### src/rtl/input_front_pkg.sv
package input_front_pkg;
  // -----------------------------------------------------------------
  // sizes
  // -----------------------------------------------------------------
  localparam int          STAGES       = 9;
  localparam int          WORD_MAX     = 8;
  localparam int          LEN_W        = 3;
  localparam int          ADDR_W       = 9;
  localparam int          OUT_W        = 20;
  localparam int          FIRST_STAGE  = 8;
  localparam int          MIDDLE_STAGE = 7;
  localparam int          LAST_STAGE   = 0;
  localparam int          T_PORT_STAGE = 5;
  localparam int          S_PORT_STAGE = 2;
  localparam logic [3:0]  PAR_FILL     = 4'h3;
  // -----------------------------------------------------------------
  // timing
  // -----------------------------------------------------------------
  localparam int          SYS_CLK_MHZ  = 100;
  localparam int          MCLK_MAX_MHZ = 20;
  localparam int          MCLK_MIN_CYC = (SYS_CLK_MHZ + MCLK_MAX_MHZ - 1) / MCLK_MAX_MHZ;
  localparam logic [7:0]  CNT_ZERO     = 8'h00;
  localparam logic [7:0]  CNT_ONE      = 8'h01;
  localparam logic [2:0]  LEN_ZERO     = 3'h0;

  typedef logic [WORD_MAX-1:0] word_t;

  typedef struct packed {
    word_t s_word;
    word_t t_word;
    word_t p_word;
  } in_words_t;

  typedef struct packed {
    logic [LEN_W-1:0] word_length;
    logic             input_path_select;
    logic             signed_data;
    logic             signed_coeffs;
  } config_t;

  typedef enum logic [1:0] {
    ST_IDLE,
    ST_CAPTURE,
    ST_SHIFT,
    ST_DONE
  } ctl_state_t;
endpackage

### src/rtl/input_front.sv
`timescale 1ns/10ps
// Contract
// RULE1 - nine serial bits form memory address
// RULE2 - controller timed only by load, master clock
// RULE3 - three-bit word length sets shift count
// RULE4 - one select line picks 3x3 or 9x1
// RULE5 - master clock square wave below 20 MHz
// RULE6 - load pulse starts serial conversion
// RULE7 - strobe marks valid data, latches it
// RULE8 - signed-data input picks arithmetic kind
// RULE9 - output bus driven only when enabled
// RULE10 - data valid flags completed computation
// RULE11 - short words take sign from coefficient input
// RULE12 - capture on strobe rise, hold until next
// RULE13 - stage takes own input or previous stage
// RULE14 - strobe shifts chain; convert once all loaded
// RULE15 - capture loads serial regs, then shift
// RULE16 - shift phase is capture or phase or supply
// RULE17 - two non-overlapping phases from master clock; shift_phase output is also forced high by capture and programming_supply
// RULE18 - last stage holds bit one cycle, drives address
// RULE19 - programming supply routes data to address
// RULE20 - select high passes first path
// RULE21 - source fills serial in nine, parallel in three
// RULE22 - shift steps equal configured word length
module input_front (
  input  wire logic                                   sys_clk,
  input  wire logic                                   rst_b,
  input  wire input_front_pkg::in_words_t             data_in,
  input  wire logic                                   strobe,
  input  wire logic                                   load,
  input  wire logic                                   master_clock,
  input  wire input_front_pkg::config_t               cfg,
  input  wire logic                                   programming_supply,
  input  wire logic                                   output_enable,
  input  wire logic [input_front_pkg::OUT_W-1:0]      result_in,
  output logic      [input_front_pkg::ADDR_W-1:0]     memory_address,
  output logic                                        memory_write_permit,
  output logic                                        main_phase,
  output logic                                        shift_phase,
  output logic                                        arith_signed,
  output logic                                        sign_fill,
  output logic                                        data_valid,
  output logic      [input_front_pkg::OUT_W-1:0]      out_bus,
  output logic      [input_front_pkg::OUT_W-1:0]      out_bus_oe,
  output logic                                        window_latch_last,
  output logic                                        window_latch_middle,
  output logic                                        window_latch_first
);
  localparam int STAGES = input_front_pkg::STAGES;
  localparam int W      = input_front_pkg::WORD_MAX;
  localparam int T_ST   = input_front_pkg::T_PORT_STAGE;
  localparam int S_ST   = input_front_pkg::S_PORT_STAGE;

  // -----------------------------------------------------------------
  // parameter checks
  // -----------------------------------------------------------------
  initial begin
    if (STAGES != input_front_pkg::ADDR_W) $error("stage count must match address width");
    // the fill and step counters are only four bits wide
    if (STAGES >= 16) $error("stage count exceeds the fill counter");
    if (W >= 16) $error("word width exceeds the step counter");
  end

  // -----------------------------------------------------------------
  // edge detection on user inputs
  // -----------------------------------------------------------------
  logic strobe_q, load_q, mclk_q;
  logic next_strobe_q, next_load_q, next_mclk_q;
  logic strobe_rise, load_rise, mclk_rise, mclk_fall;

  always_comb begin
    next_strobe_q = strobe;
    next_load_q   = load;
    next_mclk_q   = master_clock;
    strobe_rise   = strobe & ~strobe_q;
    load_rise     = load & ~load_q;
    mclk_rise     = master_clock & ~mclk_q;
    mclk_fall     = ~master_clock & mclk_q;
  end

  always_ff @(posedge sys_clk or negedge rst_b) begin
    if (!rst_b) begin
      strobe_q <= 1'b0;
      load_q   <= 1'b0;
      mclk_q   <= 1'b0;
    end else begin
      strobe_q <= next_strobe_q;
      load_q   <= next_load_q;
      mclk_q   <= next_mclk_q;
    end
  end

  // -----------------------------------------------------------------
  // input latch chain
  // -----------------------------------------------------------------
  logic [W-1:0] latch      [STAGES];
  logic [W-1:0] next_latch [STAGES];
  logic [3:0]   fill;
  logic [3:0]   next_fill;
  logic         all_loaded;

  // first path when select is high, second when low
  function automatic logic [W-1:0] pick(input logic sel, input logic [W-1:0] a,
                                        input logic [W-1:0] b);
    pick = sel ? a : b; // RULE20
  endfunction

  always_comb begin
    for (int i = 0; i < STAGES; i++) begin
      next_latch[i] = latch[i];
    end
    next_fill = fill;
    if (strobe_rise) begin // RULE7 RULE12
      // shift toward stage zero; stages 8, 5, 2 may take an external port
      for (int i = 0; i < STAGES - 1; i++) begin
        next_latch[i] = latch[i+1]; // RULE14
      end
      next_latch[input_front_pkg::FIRST_STAGE] = data_in.p_word;
      // high select = parallel (3x3), low = serial chain (9x1)
      next_latch[T_ST] = pick(cfg.input_path_select, data_in.t_word, latch[T_ST+1]); // RULE13 RULE4
      next_latch[S_ST] = pick(cfg.input_path_select, data_in.s_word, latch[S_ST+1]); // RULE13
      if (fill != 4'(STAGES)) begin
        next_fill = fill + 4'h1;
      end
    end
  end

  always_ff @(posedge sys_clk or negedge rst_b) begin
    if (!rst_b) begin
      for (int i = 0; i < STAGES; i++) begin
        latch[i] <= '0;
      end
      fill <= 4'h0;
    end else begin
      for (int i = 0; i < STAGES; i++) begin
        latch[i] <= next_latch[i];
      end
      fill <= next_fill;
    end
  end

  // parallel mode fills in three strobes, serial in nine
  assign all_loaded = cfg.input_path_select ? (fill >= input_front_pkg::PAR_FILL)
                                            : (fill == 4'(STAGES)); // RULE14 RULE21

  // -----------------------------------------------------------------
  // two-phase generator and shift controller
  // -----------------------------------------------------------------
  input_front_pkg::ctl_state_t state, next_state;
  logic [W-1:0] sreg      [STAGES];
  logic [W-1:0] next_sreg [STAGES];
  logic [3:0]   steps, next_steps;
  logic         ph_main, next_ph_main, ph_shift, next_ph_shift;
  logic         capture, next_capture;
  localparam int ADDR_W_L = input_front_pkg::ADDR_W;
  logic [ADDR_W_L-1:0] addr, next_addr;
  logic         valid, next_valid;
  logic [3:0]   target;

  // zero length code means the full eight bits
  assign target = (cfg.word_length == input_front_pkg::LEN_ZERO) ? 4'(W)
                                                                 : {1'b0, cfg.word_length}; // RULE3

  always_comb begin
    next_state    = state;
    next_steps    = steps;
    next_capture  = 1'b0;
    next_valid    = 1'b0;
    next_addr     = addr;
    // phases only from master clock edges, never both high
    next_ph_main  = mclk_rise ? 1'b1 : (mclk_fall ? 1'b0 : ph_main); // RULE17 RULE2
    next_ph_shift = mclk_fall & ~programming_supply; // RULE16 RULE17
    for (int i = 0; i < STAGES; i++) begin
      next_sreg[i] = sreg[i];
    end
    case (state)
      input_front_pkg::ST_IDLE: begin
        if (load_rise && all_loaded) begin // RULE6 RULE14
          next_state   = input_front_pkg::ST_CAPTURE;
          next_capture = 1'b1;
        end
      end
      input_front_pkg::ST_CAPTURE: begin
        for (int i = 0; i < STAGES; i++) begin
          next_sreg[i] = latch[i]; // RULE15
        end
        next_steps = 4'h0;
        next_state = input_front_pkg::ST_SHIFT;
      end
      input_front_pkg::ST_SHIFT: begin
        if (ph_shift | capture) begin // RULE16 RULE15
          for (int i = 0; i < STAGES; i++) begin
            next_addr[i] = sreg[i][0]; // RULE1 RULE18
            next_sreg[i] = {1'b0, sreg[i][W-1:1]};
          end
          next_steps = steps + 4'h1;
          if (steps + 4'h1 == target) begin // RULE22
            next_state = input_front_pkg::ST_DONE;
          end
        end
      end
      input_front_pkg::ST_DONE: begin
        next_valid = 1'b1; // RULE10
        next_state = input_front_pkg::ST_IDLE;
      end
      default: next_state = input_front_pkg::ST_IDLE;
    endcase
    if (programming_supply) begin
      for (int i = 0; i < STAGES; i++) begin
        next_addr[i] = latch[i][0]; // RULE19
      end
    end
  end

  always_ff @(posedge sys_clk or negedge rst_b) begin
    if (!rst_b) begin
      state    <= input_front_pkg::ST_IDLE;
      steps    <= 4'h0;
      capture  <= 1'b0;
      valid    <= 1'b0;
      addr     <= '0;
      ph_main  <= 1'b0;
      ph_shift <= 1'b0;
      for (int i = 0; i < STAGES; i++) begin
        sreg[i] <= '0;
      end
    end else begin
      state    <= next_state;
      steps    <= next_steps;
      capture  <= next_capture;
      valid    <= next_valid;
      addr     <= next_addr;
      ph_main  <= next_ph_main;
      ph_shift <= next_ph_shift;
      for (int i = 0; i < STAGES; i++) begin
        sreg[i] <= next_sreg[i];
      end
    end
  end

  // -----------------------------------------------------------------
  // outputs
  // -----------------------------------------------------------------
  always_ff @(posedge sys_clk or negedge rst_b) begin
    if (!rst_b) begin
      memory_address      <= '0;
      memory_write_permit <= 1'b0;
      main_phase          <= 1'b0;
      shift_phase         <= 1'b0;
      arith_signed        <= 1'b0;
      sign_fill           <= 1'b0;
      data_valid          <= 1'b0;
      out_bus             <= '0;
      out_bus_oe          <= '0;
      window_latch_last   <= 1'b0;
      window_latch_middle <= 1'b0;
      window_latch_first  <= 1'b0;
    end else begin
      memory_address      <= addr; // RULE1
      memory_write_permit <= programming_supply; // RULE19
      main_phase          <= ph_main; // RULE17
      shift_phase         <= ph_shift | capture | programming_supply; // RULE16
      arith_signed        <= cfg.signed_data; // RULE8
      // sign extension only matters for words shorter than eight bits
      sign_fill           <= (target < 4'(W)) & cfg.signed_coeffs; // RULE11
      data_valid          <= valid; // RULE10
      out_bus             <= output_enable ? result_in : '0; // RULE9
      out_bus_oe          <= {input_front_pkg::OUT_W{output_enable}}; // RULE9
      window_latch_last   <= |latch[input_front_pkg::LAST_STAGE];
      window_latch_middle <= |latch[input_front_pkg::MIDDLE_STAGE];
      window_latch_first  <= |latch[input_front_pkg::FIRST_STAGE];
    end
  end
endmodule

### config.mk
export PLATFORM = sky130hd
export DESIGN_NAME = input_front
export DESIGN_NICKNAME = d
export VERILOG_FILES = /design/src/rtl/input_front_pkg.sv /design/src/rtl/input_front.sv
export SDC_FILE = /design/constraint.sdc
export NUM_CORES = 1
export LEC_CHECK = 0
export ABC_CLOCK_PERIOD_IN_PS = 2400
export BUFFER_PORTS_ARGS = -buffer_cell sky130_fd_sc_hd__buf_4
export CORE_ASPECT_RATIO = 1.5
export CORE_MARGIN = 3
export CORE_UTILIZATION = 45
export CTS_CLUSTER_DIAMETER = 60
export DETAILED_ROUTE_END_ITERATION = 7
export PLACE_DENSITY_LB_ADDON = 0.2
export SYNTH_ARGS = -nofsm -noshare
export SYNTH_HDL_FRONTEND = slang
export SYNTH_SLANG_ARGS = --single-unit
### constraint.sdc
create_clock -name sys_clk -period 2.4 [get_ports sys_clk]
set_input_delay 0.72 -clock sys_clk [delete_from_list [all_inputs] [get_ports sys_clk]]
set_output_delay 0.72 -clock sys_clk [all_outputs]
set_load 0.01 [all_outputs]
==> results_dict.tcl <==
set metrics [dict create \
    status "finished clean" \
    syn_inst 719 \
    multiInputGateArea_um2 3110 \
    die_area_um2 21000 \
    end_kind "primary output" \
    maxSlewViolCount 0 \
    core_um2 18700 \
    pre_cts_slack_ps 236 \
    fill_cells 1629 \
    gr-total-overflow 0 \
    slew_headroom 0.652 \
    seq_area_um2 5230 \
    cp_max_fo 20 \
    grt_pass1_vias 5847 \
    crit_type "reg2out" \
    first_pass_iters 4 \
    antenna_found_initial 0 \
    drc 0 \
    ir_worst_vdd_mv 0.803 \
    path_buf_inv 1 \
    clock_path_buffers 3 \
    cts.repair.resized 0 \
    placedInstanceArea_um2 9790 \
    r2r-end "sreg[25]" \
    rows 61 \
    nNetsFinal 879 \
    rsz0062_at_grt "false" \
    gp_congestion 0.743 \
    area_growth_pct 19.8 \
    tritoncts "built" \
    yosys.area.top_type_share 0.603 \
    required_ps 1680 \
    synth_area_leaders "dfrtp_1 (60%), mux2i_1 (10%), o21ai_1 (4.6%)" \
    netlist-cell-type-count 35 \
    synth.most_common_cell "dfrtp_1" \
    numPortBuffers 114 \
    grt_pass1_wl_mm 29.5 \
    use_met3 0.0311 \
    r2r_setup_slack_ps 430 \
    ioPinCount 115 \
    worst_slack_ps 312 \
    vias 5457 \
    startpoint_type "flop" \
    synth_ff_type "dfrtp_1" \
    initial_utilization 0.464 \
    ant_nets 0 \
    synth.net_count 786 \
    r2r_start "state[0]" \
    hold_buffers 0 \
    synthArstFlopShare 1.00 \
    hold_viol 0 \
    setup_viol 0 \
    hpwl_mm 11.5 \
    finClkSkew_ps 11.6 \
    critical_path.max_stage_delay_ps 670 \
    synth_area_um2 8670 \
    wl_per_cell_um 15.9 \
    worst_pin_slew_ps 522 \
    clkSinkCount 209 \
    hp-class "in2async" \
    p_leak_nw 4.85 \
    crit_path_cell_trace "buf_4" \
    max_freq_mhz 479 \
    cts_setup_buffers 0 \
    cap_viol_max_count 0 \
    worst-path-stages 1 \
    endpoint "out_bus_oe[14]" \
    synth_seq_area_share 0.603 \
    power.density_nw_per_um2 1130 \
    synth_seq_cells 209 \
    grt_max_degree 99 \
    top_usage_layer "met2" \
    worstPathArrival_ps 1370 \
    avgViaCountPerCell 5.08 \
    reg2reg_depth 7 \
    worstSetupStartpoint "out_bus_oe[0]" \
    drtIter0Drc 319 \
    clk_latency_ps 490 \
    yosys-top-cells-count "dfrtp_1 (209), nand2_1 (103), mux2i_1 (88), o21ai_1 (79), mux2_1 (33)" \
    synth_top_area_cell "dfrtp_1" \
    htreeDepth 1 \
    fin_crit_ps 2090 \
    synth_edf_count 0 \
    cts.clk_slew.worst_paths_ps 60 \
    critical_path.slowest_cell "dfrtp_1" \
    gr-usage-met2 0.303 \
    yosys_warnings 0 \
    die_y_um 176 \
    grt_usage 0.168 \
    die_x_um 119 \
    crit_family "flip-flops" \
    design_area_um2 10400 \
    drt-total-wl_mm 17.1 \
    cts_root_buffer "clkbuf_16" \
    tns_ps 0 \
    met1_usage 0.210 \
    synth_area_per_cell_um2 12.1 \
    layout-drive-gt1-share 0.233 \
    numCtsBuffers 21 \
    n_antenna_cell 0 \
    post-route-period-util 0.870 \
]
[cells by family after synthesis]
| family | share of synthesized area |
|---|---|
| AOI/OAI and AO/OA | 0.0651 |
| xor gates and xnor gates | 0.00880 |
| muxes | 0.179 |
| and+or+nand+nor | 0.0883 |
| adders and majority gates | 0.0144 |
| DFF | 0.603 |
| buffers and inverters | 0.0420 |
[placed cells by master, fill, tap and decap left out, types with 2 or more instances in the layout]
cell type	n
ha_1	9
nor2_1	20
o21a_1	2
nor4_1	6
nand3_1	13
mux2_2	25
nor2b_1	5
inv_1	6
buf_12	10
o21ai_1	78
mux2_1	33
dfrtp_1	209
xor2_1	3
clkbuf_16	21
clkinv_2	5
mux2i_1	88
clkbuf_8	3
clkbuf_1	6
nand2_1	103
xnor2_1	3
buf_4	120
a21oi_1	18
and2_1	20
[routing by layer]
layer | up-vias | wire [um]
met5 | - | 0
met4 | 0 | 295
met3 | 27 | 771
met2 | 91 | 9080
met1 | 2729 | 6980
li1 | 2610 | -
[power breakdown]
part,switching [W],total [W],internal [W]
Sequential,0.000748,0.00541,0.00466
Combinational,0.00180,0.00341,0.00161
Clock,0.00128,0.00294,0.00166
[cell type report]
class | count | share of cell area
Sequential cell | 209 | 0.503
Inverter | 6 | 0.00217
Tap cell | 252 | 0.0303
Timing Repair Buffer | 131 | 0.107
Clock buffer | 29 | 0.0554
Clock inverter | 5 | 0.00241
Multi-Input combinational cell | 443 | 0.299
[worst min-delay path by stage]
| stage | from | end | slack (ps) | cells past startpoint |
|---|---|---|---|---|
| floorplan | valid | data_valid | 330 | 0 |
| global route | rst_b | valid | 230 | 1 |
| finish | rst_b | data_valid | 200 | 1 |
| global placement | valid | data_valid | 330 | 0 |
| CTS | rst_b | data_valid | 210 | 1 |
| detailed placement | valid | data_valid | 340 | 0 |
[metrics by stage]
| stage | power (W) | utilization | std cells | hold WS (ps) |
|---|---|---|---|---|
| final | 0.0118 | 0.556 | 1075 | 202 |
| after floorplan | 0.00787 | - | 719 | 331 |
| after detailed placement | 0.00894 | 0.524 | 1041 | 340 |
| after CTS | 0.0119 | 0.556 | 1075 | 210 |
| after global routing | 0.0126 | 0.556 | 1075 | 232 |
| after global placement | 0.00876 | 0.524 | 1041 | 334 |
[flip-flops by register name (all words and copies together) (netlist names), 2 cells and up]
signal and count:
memory_address 9, addr 9, latch 72, steps 4
fill 4, out_bus 20, sreg 72, state 2
Note: power is estimated with default switching activity, not from simulation.
